<file path="config.mk">
export PLATFORM = sky130hd
export DESIGN_NAME = shutdown_ctrl
export DESIGN_NICKNAME = d
export VERILOG_FILES = /design/src/design/feature_store.v /design/src/design/shutdown_ctrl.v
export VERILOG_INCLUDE_DIRS = /design/src /design/src/design
export SDC_FILE = /design/constraint.sdc
export NUM_CORES = 1
export LEC_CHECK = 0
export ABC_CLOCK_PERIOD_IN_PS = 7500
export BUFFER_PORTS_ARGS = -buffer_cell sky130_fd_sc_hd__buf_4
export CAP_MARGIN = 10
export CORE_MARGIN = 1
export CORE_UTILIZATION = 33
export CTS_CLUSTER_SIZE = 14
export DETAILED_ROUTE_END_ITERATION = 8
export PLACE_DENSITY_LB_ADDON = 0.15
export REMOVE_ABC_BUFFERS = 1
export SLEW_MARGIN = 25
export SYNTH_ARGS = -nofsm -noshare
export SYNTH_HDL_FRONTEND = slang
export SYNTH_SLANG_ARGS = --single-unit
export TNS_END_PERCENT = 30
</file>
<file path="constraint.sdc">
create_clock -name mclk -period 7.5 [get_ports mclk]
set_input_delay 1.5 -clock mclk [delete_from_list [all_inputs] [get_ports mclk]]
set_output_delay 1.5 -clock mclk [all_outputs]
set_load 0.005 [all_outputs]
</file>
<file path="src/design/shutdown_feature_defines.vh">
// Constants for the shutdown sequencer and the feature value store.
// Included by the design files; holds definitions only.
`ifndef SHUTDOWN_FEATURE_DEFINES_VH
`define SHUTDOWN_FEATURE_DEFINES_VH

// Register offsets (word addresses on the plain register port)
`define REG_CTRL_CFG 4'h0
`define REG_CTRL_STATUS 4'h1
`define REG_FEAT_CMD 4'h2
`define REG_FEAT_DATA 4'h3
`define REG_FEAT_RESULT 4'h4
`define REG_SQ_DELETE 4'h5
`define REG_SQ_ABORTED 4'h6

// Control register fields
`define CFG_EN_BIT 0
`define CFG_SHN_LSB 14
`define CFG_SAVE_SUPPORT_BIT 4
// Status register fields
`define STS_RDY_BIT 0
`define STS_SHST_LSB 2

// Shutdown notify and shutdown state encodings
`define SHN_NONE 2'h0
`define SHN_NORMAL 2'h1
`define SHN_ABRUPT 2'h2
`define SHST_NORMAL 2'h0
`define SHST_BUSY 2'h1
`define SHST_DONE 2'h2

// Feature command fields: opcode, select, save flag, feature id, namespace
`define FC_OP_LSB 30
`define FC_SEL_LSB 27
`define FC_SAVE_BIT 26
`define FC_FID_LSB 24
`define FC_NSID_LSB 0
`define NSID_W 24
`define NSID_ALL_ZERO 24'h000000
`define NSID_ALL_ONES 24'hFFFFFF
`define NUM_NS 4
`define OP_GET 2'h1
`define OP_SET 2'h2
`define SEL_CURRENT 3'h0
`define SEL_DEFAULT 3'h1
`define SEL_SAVED 3'h2
`define NUM_FEAT 4

// Completion status codes
`define ST_OK 8'h00
`define ST_INVALID_FIELD 8'h02
`define ST_NOT_NS_SPECIFIC 8'h0F

// Default feature values, fixed in hardware
`define FEAT_DEFAULTS 64'h0000_0007_0000_0100
// Which features are namespace specific (bit per feature)
`define FEAT_NS_SPECIFIC 4'h2
// Which features exist
`define FEAT_SUPPORTED 4'h7

// Timing
// Shutdown takes 2000 ns, that is 40 cycles of the 50 ns clock
`define SHUTDOWN_CYC 8'h28
`define RESET_CYC 4'h8

`endif

</file>
<file path="src/design/feature_store.v">
// Feature value store: default, saved and current value of each feature,
// saved values kept per namespace as well as controller-wide.
// Assumes commands come one cycle at a time from the shutdown_ctrl top.
`timescale 1ns/1ps
`default_nettype none
`include "shutdown_feature_defines.vh"
module feature_store (
  input wire mclk,
  input wire rst_n,
  input wire reload,
  input wire save_support,
  input wire cmd_valid,
  input wire [31:0] cmd_word,
  input wire [15:0] cmd_data,
  output reg [15:0] result_r,
  output reg [7:0] status_r,
  output reg done_r
);
  localparam [63:0] DEFAULTS = `FEAT_DEFAULTS;
  reg [15:0] cur_r [0:`NUM_FEAT-1];
  reg [15:0] sav_r [0:`NUM_FEAT*(`NUM_NS+1)-1];
  wire [1:0] op = cmd_word[`FC_OP_LSB+1:`FC_OP_LSB];
  wire [2:0] sel = cmd_word[`FC_SEL_LSB+2:`FC_SEL_LSB];
  wire save = cmd_word[`FC_SAVE_BIT];
  wire [1:0] fid = cmd_word[`FC_FID_LSB+1:`FC_FID_LSB];
  wire [`NSID_W-1:0] nsid = cmd_word[`FC_NSID_LSB+`NSID_W-1:`FC_NSID_LSB];
  wire [3:0] supported = `FEAT_SUPPORTED;
  wire [3:0] ns_spec = `FEAT_NS_SPECIFIC;
  // Namespace 0h and all-ones both mean controller-wide
  wire wide = (nsid == `NSID_ALL_ZERO) || (nsid == `NSID_ALL_ONES);
  wire ns_ok = !wide && (nsid <= `NUM_NS);
  // Per-namespace slots only when saving is supported
  wire [2:0] slot = (ns_ok && save_support) ? nsid[2:0] : 3'h0;
  // Five saved slots per feature: controller-wide first, then one per namespace
  wire [4:0] sidx = {1'b0, fid, 2'h0} + {3'h0, fid} + {2'h0, slot};
  wire [15:0] dflt = DEFAULTS[{fid, 4'h0} +: 16];
  integer i;

  // Command decode, one command per cycle
  always @(posedge mclk) begin
    if (!rst_n) begin
      result_r <= 16'h0000;
      status_r <= `ST_OK;
      done_r <= 1'b0;
    end else begin
      done_r <= cmd_valid;
      if (cmd_valid) begin
        result_r <= 16'h0000;
        if (!supported[fid] || (op != `OP_GET && op != `OP_SET)) begin
          status_r <= `ST_INVALID_FIELD;
        end else if (op == `OP_SET && ns_ok && !ns_spec[fid] && !save_support) begin
          status_r <= `ST_NOT_NS_SPECIFIC;
        end else begin
          status_r <= `ST_OK;
          if (op == `OP_GET) begin
            // Get returns default, saved or current value
            case (sel)
              `SEL_DEFAULT: result_r <= dflt;
              `SEL_SAVED: result_r <= save_support ? sav_r[sidx] : dflt;
              default: result_r <= cur_r[fid];
            endcase
          end
        end
      end
    end
  end

  // Value arrays; defaults are never written by any command
  always @(posedge mclk) begin
    if (!rst_n || reload) begin
      // Power-on takes default; controller reset takes saved value, or default without save
      for (i = 0; i < `NUM_FEAT; i = i + 1) begin
        cur_r[i] <= (save_support && rst_n) ? sav_r[i*(`NUM_NS+1)] : DEFAULTS[i*16 +: 16];
      end
      if (!rst_n) begin
        for (i = 0; i < `NUM_FEAT*(`NUM_NS+1); i = i + 1) begin
          sav_r[i] <= DEFAULTS[(i/(`NUM_NS+1))*16 +: 16];
        end
      end
    end else if (cmd_valid && op == `OP_SET && supported[fid]
                 && !(ns_ok && !ns_spec[fid] && !save_support)) begin
      cur_r[fid] <= cmd_data; // Current value follows set
      if (save && save_support) begin
        sav_r[sidx] <= cmd_data;
      end
    end
  end
endmodule
`default_nettype wire

</file>
<file path="src/design/shutdown_ctrl.v">
// Top: controller enable/ready, shutdown sequencing and queue delete abort,
// with the feature store behind a plain register port.
// Assumes a single clock mclk and synchronous active-low reset.
`timescale 1ns/1ps
`default_nettype none
`include "shutdown_feature_defines.vh"
module shutdown_ctrl (
  input wire mclk,
  input wire rst_n,
  input wire [3:0] reg_addr,
  input wire [31:0] reg_wdata,
  input wire reg_wr,
  input wire reg_rd,
  output reg [31:0] reg_rdata_r,
  output reg [7:0] sq_outstanding_r,
  output wire cmd_exec_allowed,
  output wire power_off_safe
);
  localparam [1:0] ST_OFF = 2'h0;
  localparam [1:0] ST_RUN = 2'h1;
  localparam [1:0] ST_SHUT = 2'h2;
  localparam [1:0] ST_DONE = 2'h3;

  reg [1:0] state_r;
  reg [1:0] state_nxt;
  reg en_r;
  reg save_support_r;
  reg [1:0] shn_r;
  reg [1:0] shst_r;
  reg rdy_r;
  reg safe_r;
  reg [3:0] rst_cnt_r;
  reg [7:0] sd_cnt_r;
  reg [31:0] feat_cmd_r;
  reg [15:0] feat_data_r;
  reg feat_go_r;
  reg [7:0] aborted_r;
  wire [15:0] feat_result;
  wire [7:0] feat_status;
  wire feat_done;
  wire wr_cfg = reg_wr && (reg_addr == `REG_CTRL_CFG);
  wire new_en = reg_wdata[`CFG_EN_BIT];
  wire [1:0] new_shn = reg_wdata[`CFG_SHN_LSB+1:`CFG_SHN_LSB];
  // Enable falling from 1 to 0 is a controller reset
  wire ctrl_reset = wr_cfg && en_r && !new_en;
  wire en_rise = wr_cfg && !en_r && new_en;
  wire shn_req = wr_cfg && (new_shn == `SHN_NORMAL || new_shn == `SHN_ABRUPT)
                 && (state_r == ST_RUN);

  // Command execution only while running and ready
  assign cmd_exec_allowed = (state_r == ST_RUN) && rdy_r;
  assign power_off_safe = safe_r;

  // Lifecycle state machine
  always @* begin
    state_nxt = state_r;
    case (state_r)
      ST_OFF: begin
        if (en_r && rst_cnt_r == 4'h0) begin
          state_nxt = ST_RUN;
        end
      end
      ST_RUN: begin
        if (ctrl_reset) begin
          state_nxt = ST_OFF;
        end else if (shn_req) begin
          state_nxt = ST_SHUT;
        end
      end
      ST_SHUT: begin
        if (ctrl_reset) begin
          state_nxt = ST_OFF;
        end else if (sd_cnt_r == 8'h00) begin
          state_nxt = ST_DONE;
        end
      end
      ST_DONE: begin
        // Only a controller reset leaves the shut-down state
        if (ctrl_reset) begin
          state_nxt = ST_OFF;
        end
      end
      default: state_nxt = ST_OFF;
    endcase
  end

  // Control and status registers
  always @(posedge mclk) begin
    if (!rst_n) begin
      state_r <= ST_OFF;
      en_r <= 1'b0;
      save_support_r <= 1'b1;
      shn_r <= `SHN_NONE;
      shst_r <= `SHST_NORMAL;
      rdy_r <= 1'b0;
      safe_r <= 1'b0;
      rst_cnt_r <= 4'h0;
      sd_cnt_r <= 8'h00;
    end else begin
      state_r <= state_nxt;
      if (wr_cfg) begin
        en_r <= new_en;
        shn_r <= new_shn;
        save_support_r <= reg_wdata[`CFG_SAVE_SUPPORT_BIT];
      end
      // Controller reset takes a few cycles before ready may rise
      if (ctrl_reset) begin
        rst_cnt_r <= `RESET_CYC;
      end else if (rst_cnt_r != 4'h0) begin
        rst_cnt_r <= rst_cnt_r - 4'h1;
      end
      // Ready is 1 only while enabled and out of reset
      rdy_r <= (state_nxt != ST_OFF);
      if (shn_req) begin
        sd_cnt_r <= `SHUTDOWN_CYC;
        shst_r <= `SHST_BUSY;
      end else if (state_r == ST_SHUT && sd_cnt_r != 8'h00) begin
        sd_cnt_r <= sd_cnt_r - 8'h01;
      end
      if (state_r == ST_SHUT && state_nxt == ST_DONE) begin
        shst_r <= `SHST_DONE;
        safe_r <= 1'b1;
      end
      // Completion stays visible while power-off is still safe
      if ((ctrl_reset && !safe_r) || en_rise) begin
        shst_r <= `SHST_NORMAL;
      end
      // Safe to power off holds across enable clear until enable rises
      if (en_rise) begin
        safe_r <= 1'b0;
      end
    end
  end

  // Feature command launch; a write to the command register starts it only while command execution is allowed
  always @(posedge mclk) begin
    if (!rst_n) begin
      feat_cmd_r <= 32'h00000000;
      feat_data_r <= 16'h0000;
      feat_go_r <= 1'b0;
    end else begin
      feat_go_r <= reg_wr && (reg_addr == `REG_FEAT_CMD) && cmd_exec_allowed;
      if (reg_wr && reg_addr == `REG_FEAT_CMD) begin
        feat_cmd_r <= reg_wdata;
      end
      if (reg_wr && reg_addr == `REG_FEAT_DATA) begin
        feat_data_r <= reg_wdata[15:0];
      end
    end
  end

  // Outstanding I/O count on the submission queue and abort on delete
  always @(posedge mclk) begin
    if (!rst_n) begin
      sq_outstanding_r <= 8'h00;
      aborted_r <= 8'h00;
    end else if (reg_wr && reg_addr == `REG_SQ_DELETE && cmd_exec_allowed) begin
      if (reg_wdata[31]) begin
        // Delete succeeds and aborts everything still queued
        aborted_r <= sq_outstanding_r;
        sq_outstanding_r <= 8'h00;
      end else begin
        sq_outstanding_r <= reg_wdata[7:0];
      end
    end
  end

  feature_store u_store (
    .mclk(mclk),
    .rst_n(rst_n),
    .reload(ctrl_reset),
    .save_support(save_support_r),
    .cmd_valid(feat_go_r),
    .cmd_word(feat_cmd_r),
    .cmd_data(feat_data_r),
    .result_r(feat_result),
    .status_r(feat_status),
    .done_r(feat_done)
  );

  // Read data one cycle after the read strobe; unmapped reads give zero
  always @(posedge mclk) begin
    if (!rst_n) begin
      reg_rdata_r <= 32'h00000000;
    end else if (reg_rd) begin
      case (reg_addr)
        `REG_CTRL_CFG: reg_rdata_r <= {16'h0000, shn_r, 9'h000,
                                       save_support_r, 3'h0, en_r};
        `REG_CTRL_STATUS: reg_rdata_r <= {28'h0000000, shst_r, 1'b0, rdy_r};
        `REG_FEAT_CMD: reg_rdata_r <= feat_cmd_r;
        `REG_FEAT_DATA: reg_rdata_r <= {16'h0000, feat_data_r};
        `REG_FEAT_RESULT: reg_rdata_r <= {feat_done, 7'h00, feat_status, feat_result};
        `REG_SQ_ABORTED: reg_rdata_r <= {24'h000000, aborted_r};
        default: reg_rdata_r <= 32'h00000000;
      endcase
    end else begin
      reg_rdata_r <= 32'h00000000;
    end
  end
endmodule
`default_nettype wire

</file>
# --- Yosys cells after proc, flatten, opt, wreduce, memory -nomap -nowiden ---
# Memories as Yosys holds them, arrays and structs flattened. A register that Yosys moved wholly into a read port is not among the register bits.
# Index checks and enable logic that the tools add are counted.
word_totals:
  ff_bits: 144
  mem_bits_rw: 384
  inputBits: 40
  out_inout_bits: 42
  elab_cells: 165
  mem_count: 2
mem_list:
  columns: ["memory", "words", "word_bits", "read_ports", "rd_clocked_by_memory_dff", "wr", "line_no", "rtl"]
  rows:
  - ["u_store.sav_r", 20, 16, 5, 0, 20, "feature_store.v:21", "reg [15:0] sav_r [0:`NUM_FEAT*(`NUM_NS+1)-1];"]
  - ["u_store.cur_r", 4, 16, 1, 1, 4, "feature_store.v:20", "reg [15:0] cur_r [0:`NUM_FEAT-1];"]
op_classes:
  addsub: 4
  magnitude_cmp: 2
  n_eq_ne: 19
  n_shift: 1
  muxes: 51
  n_bitwise: 1
  reduce_logical: 64
op_table:
  columns: ["op", "count"]
  rows:
  - ["$pmux 32 s6", 1]
  - ["$mux 16", 10]
  - ["$shiftx 64x7->16 const A", 1]
  - ["$pmux 16 s2", 1]
  - ["$reduce_or 16->1", 2]
  - ["$logic_and 1x1->1", 30]
  - ["$eq 24x24->1 const B", 1]
  - ["$le 24x3->1 const B", 1]
  - ["$logic_not 24->1", 1]
  - ["$mux 2", 11]
  - ["$mux 1", 16]
  - ["$mux 8", 2]
  - ["$eq 4x3->1 const B", 3]
  - ["$mux 4", 3]
  - ["$mux 6", 2]
  - ["$eq 2x2->1 const B", 5]
  - ["$logic_not 1->1", 9]
  - ["$eq 4x2->1 const B", 2]
  - ["$logic_not 4->1", 2]
  - ["$logic_not 8->1", 1]
  - ["$pmux 2 s4", 1]
  - ["$reduce_bool 2->1", 4]
  - ["$reduce_bool 8->1", 1]
  - ["$reduce_or 2->1", 4]
  - ["other kinds (20)", 28]

# --- Longest topological paths before layout ---
# Gate-level depths: netlist (run 1).
depth:
  ltp_word: 13
  depth_mapped: 15
  depth_no_buf: 11

# --- Hierarchy ---
# A second synthesis (run 1) with hierarchy kept.
hier_totals:
  cells_unflattened: 2165
  area_unflattened_um2: 28464.8
by_module_without_submodules:
  columns: ["module", "n_inst", "cells_per_inst", "area_each_um2", "seq_area_each_um2"]
  rows:
  - ["feature_store", 1, 1625, 23672.7, 15755.1]
  - ["shutdown_ctrl", 1, 540, 4792.1, 2382.3]

# --- Worst setup path after synthesis (run 1) ---
# OpenSTA, ideal clock, no wires.
synth_timing:
  kind: "register -> register"
  start: "reg feat_cmd_r[0]"
  end: "mem u_store.sav_r[15][0] (enable)"
  setup_time_ns: 0.411
  arrival_time_ns: 4.354
  required_ns: 7.089
  setup_slack_ns: 2.735
  stages_incl_launch_ff: 14
  n_path_buf: 4
  synth_period_minus_slack_ns: 4.765
  path_cell_list: "dfxtp_1 > or3_1 > nand4_1 > nor3_1 > and2_1 > ha_1 > fa_1 > buf_2 > buf_2 > buf_2 > nand2_1 > or4_1 > clkbuf_1 > o21ai_0"
synth_rtl:
  columns: ["element", "line_no", "rtl"]
  rows:
  - ["start, declared", "shutdown_ctrl.v:34", "reg [31:0] feat_cmd_r;"]
  - ["start signal, assigned", "shutdown_ctrl.v:144", "feat_cmd_r <= reg_wdata;"]
  - ["end, declared", "feature_store.v:21", null]

# --- Final worst setup path (run 1) ---
layout_timing:
  start: "reg feat_cmd_r[0]"
  end: "reg u_store.result_r[8]"
layout_via:
  elab_chain_len: 13
  word_cells_on_any_way: 18
  classes_between: "add/sub (1); order compare (1); eq/ne (1); mux (6); reduce/logical (8); memory (1)"
layout_rtl:
  columns: ["element", "line_no", "rtl"]
  rows:
  - ["branches (longest 11 deep; another with $le 24x3->1)", null, null]
  - ["$mux 16 (*)", "feature_store.v:51", "end else if (op == `OP_SET && ns_ok && !ns_spec[fid] && !save_support) begin"]
  - ["$mux 16 (*)", "feature_store.v:49", "if (!supported[fid] || (op != `OP_GET && op != `OP_SET)) begin"]
  - ["end signal, assigned", "feature_store.v:58", "`SEL_DEFAULT: result_r <= dflt;"]
  - ["end signal, assigned", "feature_store.v:59", "`SEL_SAVED: result_r <= save_support ? sav_r[sidx] : dflt;"]
  - ["end signal, assigned", "feature_store.v:60", "default: result_r <= cur_r[fid];"]
  - ["end, declared", "feature_store.v:15", "output reg [15:0] result_r,"]
# Every way passes the cells marked *.
# A chain may end at the register's enable or synchronous reset.

==> impl_metrics.csv, run 1 <==
group,metric,value,unit
drt,dr.pass1.iters,5,
synthesis,yosysWarningCount,0,
floorplan,core,88200,sq um
layout,fin_area,33500,sq um
setup_path,reg2reg_to,"u_store.result_r[8]",
timing,skew,0.0239,ns
floorplan,start_util,33.3,%
timing,final-max-slew-violation-count,0,
grt,grt_pass1_vias,19000,
placed_design,io_buffer_count,81,
setup_path,r2r-start,"feat_cmd_r[0]",
synthesis,ys_seq_area_share,61.9,%
setup_path,critPathKind,"flop to flop",
synthesis,synth_edf_count,512,
grt,grt_usage,22.0,%
hold_path,hold_class,"flop to flop",
setup_path,crit_fanout,44,
floorplan,dieHeight,300,microns
drt,wl_per_cell,28.3,microns
setup_path,cp.arrival,5.73,ns
pwr,p_leak,11.5,nW
layout,drive_gt1_share,18.7,%
timing,timing.fmax,0.192,GHz
floorplan,rows,109,
timing,max_slew.worst_pin.slew,1.12,ns
timing,slew_headroom,25.2,%
layout,fillers,8338,
status,outcome,"finished, final reports clean",
synthesis,netlist_instances,2253,
clocking,cts_hold_buf,0,
placed_design,dp_hpwl,66.2,mm
clocking,clockBufferDepth,3,
placed_design,pre_cts_ws,2.29,ns
clocking,ctsResizeCount,0,
setup_path,crit_path_top_delay_cell,"fa_4",
timing,rsz0062_at_grt,"false",
placed_design,place_congestion,0.881,
layout,post-route-util,38.0,%
synthesis,synthFlopType,"edfxtp_1",
clocking,htree_levels,3,
setup_path,crit_chain,"or3_1 > nand4_1 > nor3_1 > and2_1 > ha_4 > fa_4 > buf_4 > mux4_2 > and2_1 > a2111oi_0 > buf_4 > nor4_1 > o311a_1",
timing,setup_tns,0,ns
clocking,clk_latency,0.63,ns
synthesis,synthArstFlopShare,0,%
drt,postRouteAntennaNets,0,
pwr,pwr_density_cell,234,nW/um^2
grt,grt_pass1_wl,142,mm
floorplan,die-area,90100,sq um
layout,area_delta_synth_final,14.2,%
setup_path,critPathMaxStageDelay,1.36,ns
synthesis,syn_area_per_cell,13.0,sq um
job,drv_cap,0,
hold_path,min_path_cells,1,
synthesis,synth-seq-cells,652,
clocking,post_cts_buffers,0,
drt,num_vias,19300,
pwr,ir_drop,0.155,mV
floorplan,ioPinCount,82,
setup_path,path_delay_family,"adder cells",
grt,grt_overflow,0,
setup_path,worstPathRequired,8.02,ns
timing,final.min_clock_period,5.21,ns
timing,finalSetupViolCount,0,
clocking,cts_sinks,652,
hold_path,hp-start,"feat_cmd_r[25]",
drt,drtIter0Drc,1784,
timing,finalHoldViolCount,0,
setup_path,crit_buf_inv,2,
hold_path,min_to,"reg_rdata_r[25]",
clocking,cts_buffers,72,
clocking,clk_pin_slew_worst_paths,0.06,ns
setup_path,reg2reg_depth,13,
synthesis,syn_area,29300,sq um
layout,num-nets-final,2342,
floorplan,die_width,300,microns
clocking,cts_tree,"yes",
grt,antenna_found_initial,5,
drt,drc,0,
drt,vias_per_cell,5.50,
setup_path,startpoint_type,"flop",
placed_design,place_area,31200,sq um
clocking,cts-root-buf,"clkbuf_16",
timing,fin_ws,2.29,ns
synthesis,synth.distinct_cells,79,
drt,routed_wl,99.5,mm
timing,fin_crit_sh,69.5,%
setup_path,regToRegSetupSlack,2.29,ns
setup_path,critPathCaptureType,"flop",
grt,grt_max_degree,73,
==> registers in the layout, summed over array words and instances, names as in the netlist, 4 cells and up, named ones only <==
name              count
sd_cnt_r              8
u_store.cur_r        64
u_store.sav_r       448
u_store.result_r     16
reg_rdata_r          32
aborted_r             8
feat_cmd_r           32
rst_cnt_r             4
sq_outstanding_r      8
feat_data_r          16
==> kinds of logic after synthesis <==
| group | Yosys count | synth area share [%] |
|---|---|---|
| AND/OR/NAND/NOR | 810 | 14.4 |
| adder cells (fa/ha/maj) | 11 | 0.495 |
| flip-flops | 652 | 61.9 |
| XOR/XNOR | 12 | 0.384 |
| buffers and inverters | 230 | 3.65 |
| AO/OA/AOI/OAI | 279 | 6.12 |
| multiplexers | 259 | 13.0 |
==> layer usage <==
metal	routed length (microns)	global-route usage [%]	vias up
li1	-	-	8495
met1	43000	30.1	9949
met2	47700	36.1	738
met3	6240	3.26	130
met4	2580	6.22	0
met5	0	0	-
==> cell usage in the layout, fill, tap and decap left out, drive strengths merged, types with 9 or more instances in the layout <==
master / n
edfxtp: 512
nand2: 258
buf: 163
and3: 152
mux2i: 148
dfxtp: 140
nor2: 116
a21oi: 106
mux4: 97
clkbuf: 95
and2: 86
nor3: 72
o21ai: 52
inv: 33
nand3: 27
clkinv: 27
a22oi: 19
nor4: 17
a211o: 15
a221oi: 15
a211oi: 15
nand2b: 15
mux2: 14
nor3b: 12
nor2b: 11
ha: 10
nand3b: 9
a2111oi: 9
==> synth_stat cells (all sizes together), types with 9 or more instances <==
cell type	number	area share, %
edfxtp	512	52
nand2	258	3.3
and3	152	3.2
mux2i	148	5.0
dfxtp	140	9.5
clkbuf	138	1.8
nor2	116	1.5
a21oi	106	1.8
mux4	97	7.4
and2	86	1.8
nor3	72	1.5
buf	61	1.4
o21ai	52	0.89
inv	30	0.39
nand3	27	0.46
a22oi	19	0.49
nor4	17	0.46
a211o	15	0.45
a211oi	15	0.38
a221oi	15	0.45
nand2b	15	0.35
mux2	14	0.54
nor3b	12	0.31
nor2b	11	0.23
ha	10	0.43
a2111oi	9	0.27
nand3b	9	0.23
==> power by group <==
group / internal (mW) / total [mW] / switching (mW) / leakage (nW)
Sequential: 3.97 / 4.01 / 0.0432 / 6.23
Clock: 1.98 / 3.49 / 1.50 / 1.11
Combinational: 0.117 / 0.347 / 0.229 / 4.15
Total: 6.07 / 7.84 / 1.77 / 11.5
==> area by class of cell <==
class	count	area, sq um	area share (%)
inverters	31	119	0.355
clock inverters	35	329	0.982
flip-flops and latches	652	18200	54.2
multi-input cells	1371	10300	30.6
diodes	1	2.50	0.00746
repair buffers	163	1240	3.69
clock buffers	95	1950	5.82
well taps	1165	1460	4.35
==> per-stage QoR <==
step | cells | hold WS (ns) | power, mW
2_1_floorplan | 2054 | 0.427 | 4.26
3_5_place_dp | 3382 | 0.447 | 4.44
3_3_place_gp | 3382 | 0.453 | 4.43
4_1_cts | 3512 | 0.464 | 7.91
6_report | 3513 | 0.464 | 7.84
5_1_grt | 3512 | 0.484 | 8.07
==> worst max path at each step <==
stage	from	to	slack, ns	cells after the start
floorplan	feat_cmd_r[0]	u_store.sav_r[15][0]	-0.36	8
global placement	feat_cmd_r[0]	u_store.result_r[8]	2.32	13
detailed placement	feat_cmd_r[0]	u_store.result_r[8]	2.29	13
CTS	feat_cmd_r[0]	u_store.result_r[8]	2.27	13
global route	feat_cmd_r[0]	u_store.result_r[8]	2.10	13
finish	feat_cmd_r[0]	u_store.result_r[8]	2.29	13
No activity file was read; power rests on OpenSTA's default activity.
==> run 2: changes to the inputs <==
--- a/config.mk
+++ b/config.mk
@@ -6,7 +6,7 @@
 export SDC_FILE = /design/constraint.sdc
 export NUM_CORES = 1
 export LEC_CHECK = 0
-export ABC_CLOCK_PERIOD_IN_PS = 7500
+export ABC_CLOCK_PERIOD_IN_PS = 4600
 export BUFFER_PORTS_ARGS = -buffer_cell sky130_fd_sc_hd__buf_4
 export CAP_MARGIN = 10
 export CORE_MARGIN = 1
==> constraint.sdc (replaced) <==
create_clock -name mclk -period 4.6 [get_ports mclk]
set_input_delay 0.92 -clock mclk [delete_from_list [all_inputs] [get_ports mclk]]
set_output_delay 0.92 -clock mclk [all_outputs]
set_load 0.005 [all_outputs]
==> run 2 against run 1 <==
  * Flip-flop and latch count did not move
  * Wire length rose by 4.0%
  * Critical path depth fell by 1
  * Combinational power rose by 71%
  * Non-clock buffer count rose by 67
  * Clock-buffer cell count rose by 6
  * Clock power rose by 74%
  * Clock skew barely moved
  * Critical endpoint is now u_store.result_r[13]
  * Largest cell class unchanged
  * Highest routed layer is now met5
==> impl_metrics.csv, run 2 (synthesis results as in run 1) <==
group,metric,value,unit
status,outcome,"finished, final reports clean",
timing,rsz0062_at_grt,"false",
clocking,cts_sinks,652,
layout,fin_area,34400,sq um
setup_path,startpoint_type,"flop",
setup_path,crit_fanout,25,
floorplan,core,88200,sq um
pwr,pwr_density_cell,383,nW/um^2
setup_path,crit_path_top_delay_cell,"fa_4",
timing,slew_headroom,27.5,%
layout,final_cells,3580,
drt,wl_per_cell,28.9,microns
grt,grt_overflow,0,
layout,drive_gt1_share,21.2,%
floorplan,dieHeight,300,microns
floorplan,rows,109,
pwr,power_frac_clock,45.9,%
pwr,internal-power,10.3,mW
timing,max_slew.worst_pin.slew,1.09,ns
layout,num-nets-final,2411,
pwr,p_switching,2.93,mW
floorplan,die_width,300,microns
grt,grt_max_degree,73,
pwr,p_leak,12.0,nW
timing,whs,0.459,ns
pwr,ir_drop,0.263,mV
clocking,clk_pin_slew_worst_paths,0.06,ns
floorplan,start_util,33.3,%
clocking,clockBufferDepth,3,
grt,grt_pass1_vias,19700,
drt,drc,0,
placed_design,dp_hpwl,70.7,mm
placed_design,io_buffer_count,81,
timing,timing.fmax,0.226,GHz
drt,num_vias,19600,
clocking,htree_levels,3,
setup_path,crit_chain,"nor4_1 > nand4_1 > nor3_1 > and2_1 > ha_4 > fa_4 > buf_12 > mux4_2 > mux2_2 > mux2i_1 > a2111oi_0 > a211o_1",
layout,reg_top3,"u_store.sav_r (448), u_store.cur_r (64)",
timing,finalSetupViolCount,0,
setup_path,worstPathRequired,5.12,ns
layout,largest_reg_flops,448,
layout,final_common_cell,"edfxtp_1",
layout,layout_common_cells,"edfxtp_1, nand2_1, buf_4, and3_1, mux2i_1",
pwr,combPwrFrac,4.5,%
setup_path,path_delay_family,"simple AND/OR/NAND/NOR gates",
timing,setup_tns,0,ns
pwr,netSwitchingFraction,22.2,%
hold_path,hold_class,"flop to flop",
layout,fillers,8244,
clocking,cts_buffers,74,
placed_design,place_congestion,0.899,
floorplan,die-area,90100,sq um
job,drv_cap,0,
drt,postRouteAntennaNets,0,
timing,fin_crit_sh,96.4,%
placed_design,place.detailed.instances,3448,
timing,skew,0.0239,ns
setup_path,critPathMaxStageDelay,0.74,ns
grt,antenna_found_initial,2,
setup_path,critPathKind,"flop to flop",
layout,largest-register,"u_store.sav_r",
floorplan,ioPinCount,82,
timing,final-max-slew-violation-count,0,
placed_design,place_area,32000,sq um
drt,dr.pass1.iters,5,
drt,drtIter0Drc,1907,
grt,grt_pass1_wl,148,mm
timing,final.min_clock_period,4.43,ns
clocking,cts_tree,"yes",
clocking,cts-root-buf,"clkbuf_16",
drt,routed_wl,103,mm
drt,vias_per_cell,5.48,
layout,area_delta_synth_final,17.3,%
setup_path,critPathCaptureType,"flop",
clocking,clk_latency,0.64,ns
pwr,power_frac_seq,49.6,%
grt,grt_usage,22.9,%
setup_path,crit_buf_inv,1,
setup_path,cp.arrival,4.95,ns
timing,finalHoldViolCount,0,
layout,num_antenna_cells,0,
run 2: changes by cell type in the layout (fill, tap and decap cells not counted), sizes merged:
cell    before  now
buf        163  230
bufinv       4    9
clkbuf      95  101
clkinv      27   12
diode        1    0
inv         33   38
run 2: final timing paths:
check / endpoint / start / slack [ns] / depth (start not counted)
worst max-delay path: u_store.result_r[13] / feat_cmd_r[9] / 0.17 / 12
worst min-delay path: aborted_r[3] / aborted_r[3] / 0.46 / 2
worst max register to register: u_store.result_r[13] / feat_cmd_r[9] / 0.17 / 12
worst min register to register: aborted_r[3] / aborted_r[3] / 0.46 / 2
run 2: power groups by stage:
stage	sequential [mW]	clock [mW]	combinational, mW
after floorplan	6.64	0	0.310
after global placement	6.67	0	0.583
after detailed placement	6.67	0	0.593
after CTS	6.55	6.15	0.596
after global routing	6.56	6.37	0.630
final	6.55	6.06	0.593
run 2: worst min-delay path: cells and delay by family (launching register included):
| family | cells | cell delay [ns] |
|---|---|---|
| simple gates | 1 | 0.05 |
| flops | 1 | 0.31 |
| compound gates | 1 | 0.05 |
run 2: per-stage QoR:
step	worst slack (ns)	util [%]	total power, mW
2_1_floorplan	-3.26	-	6.95
3_3_place_gp	-0.143	36.2	7.25
3_5_place_dp	-0.0841	36.2	7.26
4_1_cts	0.0655	39.0	13.3
5_1_grt	0.0163	39.0	13.6
6_report	0.168	39.0	13.2
run 2: timing repair:
item	CTS	global route
resized for setup	0	3
hold buffers	0	0
pin swaps	1	0
buffers inserted	1	0
endpoints found under the setup margin	1	5
run 2: area by class of cell:
class / instances / area (sq um) / share of cell area, %
tap: 1165 / 1460 / 4.23
clock inverter: 30 / 414 / 1.20
inverter: 31 / 119 / 0.345
clock buffer: 101 / 2020 / 5.85
multi-input combinational: 1371 / 10300 / 29.8
timing repair buffer: 230 / 1990 / 5.78
sequential: 652 / 18200 / 52.8
run 2: per-layer routing:
layer / up-vias / GRT usage, % / wire, microns
met5: - / 0 / 12
met4: 2 / 7.75 / 3320
met3: 150 / 3.80 / 6140
met2: 693 / 37.9 / 49700
met1: 10200 / 30.5 / 44200
li1: 8628 / - / -
==> run 3: changes to the inputs <==
--- a/config.mk
+++ b/config.mk
@@ -9,6 +9,8 @@
 export ABC_CLOCK_PERIOD_IN_PS = 4600
 export BUFFER_PORTS_ARGS = -buffer_cell sky130_fd_sc_hd__buf_4
 export CAP_MARGIN = 10
+export CELL_PAD_IN_SITES_DETAIL_PLACEMENT = 2
+export CELL_PAD_IN_SITES_GLOBAL_PLACEMENT = 2
 export CORE_MARGIN = 1
 export CORE_UTILIZATION = 33
 export CTS_CLUSTER_SIZE = 14
==> run 3 against run 2 <==
  * Sequential power about the same
  * Final area increased by 0.19%
  * Utilization increased by 0.072 points
  * Non-clock buffer count decreased by 4
  * Hold slack improved by 0.014 ns
  * Clock skew increased by 0.0024 ns
  * Critical path depth increased by 2
  * Clock-buffer cell count increased by 1
  * Wire length increased by 9.0%
  * First-iteration DRC count decreased by 15%
  * Critical path type unchanged
  * Critical endpoint is now u_store.result_r[6]
  * Largest cell class unchanged
  * Highest routed layer unchanged
==> impl_metrics.csv, run 3 (synthesis results as in run 1) <==
group,metric,value,unit
status,outcome,"finished, final reports clean",
setup_path,critPathKind,"flop to flop",
layout,drive_gt1_share,20.9,%
clocking,cts_tree,"yes",
grt,grt_pass1_wl,162,mm
floorplan,core,88200,sq um
setup_path,regToRegSetupSlack,0.13,ns
timing,timing.fmax,0.224,GHz
layout,final_cells,3588,
layout,num-nets-final,2411,
layout,multi_input_area,10200,sq um
setup_path,crit_chain,"nor4_1 > buf_4 > nand4_1 > nor3_1 > and2_1 > ha_4 > fa_4 > buf_4 > inv_2 > buf_12 > mux2_2 > a21oi_1 > o22ai_1 > o31ai_1",
layout,layout_common_cells,"edfxtp_1, nand2_1, buf_4, and3_1, mux2i_1",
floorplan,start_util,33.3,%
clocking,clockBufferDepth,3,
layout,fillers,8780,
layout,post-route-util,39.1,%
placed_design,place_congestion,0.841,
job,drv_cap,0,
layout,reg_top3,"u_store.sav_r (448), u_store.cur_r (64)",
setup_path,reg2reg_depth,14,
layout,regArea,18200,sq um
drt,route.met3.wl,5.37,mm
drt,routed.top_layer,"met5",
setup_path,r2r-start,"feat_cmd_r[9]",
drt,postRouteAntennaNets,0,
layout,final_common_cell,"edfxtp_1",
timing,skew,0.0263,ns
grt,grt_usage,25.0,%
timing,finalSetupViolCount,0,
pwr,pwr_density_cell,386,nW/um^2
floorplan,rows,109,
drt,wl_per_cell,31.4,microns
setup_path,worstPathRequired,5.07,ns
timing,final-max-slew-violation-count,0,
floorplan,dieHeight,300,microns
drt,drtIter0Drc,1615,
drt,vias_per_cell,5.63,
timing,finalHoldViolCount,0,
timing,final.min_clock_period,4.47,ns
setup_path,startpoint_type,"flop",
setup_path,crit_path_top_delay_cell,"fa_4",
floorplan,ioPinCount,82,
drt,num_vias,20200,
layout,area_delta_synth_final,17.5,%
timing,rsz0062_at_grt,"false",
setup_path,crit_fanout,19,
clocking,post_cts_buffers,0,
setup_path,crit_top_cell,"buf_4",
grt,antenna_found_initial,4,
layout,largest-register,"u_store.sav_r",
clocking,clk_pin_slew_worst_paths,0.06,ns
drt,dr.pass1.iters,5,
timing,max_slew.worst_pin.slew,1.10,ns
drt,drc,0,
setup_path,crit_end,"u_store.result_r[6]",
floorplan,die-area,90100,sq um
drt,wl_met1,47.3,mm
placed_design,place.detailed.instances,3445,
clocking,cts_buffers,78,
clocking,htree_levels,3,
setup_path,critPathMaxStageDelay,0.72,ns
hold_path,hold_class,"flop to flop",
layout,largest_reg_flops,448,
placed_design,io_buffer_count,81,
pwr,ir_drop,0.209,mV
setup_path,reg2reg_to,"u_store.result_r[6]",
setup_path,cp.arrival,4.94,ns
drt,routed_wl,113,mm
clocking,clk_latency,0.63,ns
pwr,p_leak,12.0,nW
drt,wl_met2,56.0,mm
timing,slew_headroom,26.8,%
placed_design,dp_hpwl,77.0,mm
setup_path,crit_start,"feat_cmd_r[9]",
grt,grt_pass1_vias,21700,
floorplan,die_width,300,microns
clocking,cts_sinks,652,
clocking,cts-root-buf,"clkbuf_16",
grt,grt_max_degree,73,
grt,grt_overflow,0,
timing,fin_crit_sh,97.1,%
timing,whs,0.472,ns
setup_path,critPathCaptureType,"flop",
-- run 3: cell type report --
type,count,share of cell area (%)
Tap cell,1165,4.23
Sequential cell,652,52.7
Timing Repair Buffer,226,5.83
Clock inverter,40,0.979
Antenna cell,1,0.00725
Inverter,31,0.345
Multi-Input combinational cell,1371,29.6
Clock buffer,102,6.28
-- run 3: routing by layer --
layer,global-route usage (%),up-vias
li1,-,8648
met1,32.4,10800
met2,42.8,595
met3,3.24,169
met4,8.99,4
met5,0,-
-- run 3: metrics by stage --
step           cell area, sq um  setup slack [ns]  TNS [ns]  power, mW
6_report                  34500             0.134         0       13.3
5_1_grt                   34500            0.0112         0       13.7
4_1_cts                   34500            0.0948         0       13.4
3_5_place_dp              32000             0.115         0       7.29
3_3_place_gp              32000            0.0870         0       7.26
2_1_floorplan             28400             -3.26  -1696.12       6.95
-- run 3: how the worst min path moves through the flow --
stage / from / to / slack, ns / cells past startpoint
3_5_place_dp: aborted_r[6] / aborted_r[6] / 0.45 / 2
2_1_floorplan: aborted_r[0] / aborted_r[0] / 0.43 / 2
3_3_place_gp: feat_data_r[15] / feat_data_r[15] / 0.45 / 2
6_report: aborted_r[6] / aborted_r[6] / 0.47 / 2
5_1_grt: aborted_r[6] / aborted_r[6] / 0.49 / 2
4_1_cts: aborted_r[6] / aborted_r[6] / 0.47 / 2
-- run 3: power breakdown --
| part | switching, mW | internal, mW |
|---|---|---|
| registers | 0.0813 | 6.47 |
| logic | 0.395 | 0.218 |
| clock network | 2.55 | 3.60 |
-- run 3: repair_timing --
item | 4_1_cts | 5_1_grt
hold endpoints to repair | 0 | 0
hold buffers | 0 | 0
setup endpoints to repair | 0 | 85
resized for setup | 0 | 3
-- run 3: worst max-delay path: cells and delay by family (launching register included) --
family | cells | cell delay (ns)
and+or+nand+nor | 4 | 1.14
adders and majority gates | 2 | 0.90
buffers and inverters | 4 | 0.87
AOI/OAI and AO/OA | 3 | 0.69
muxes | 1 | 0.35
DFF | 1 | 0.32
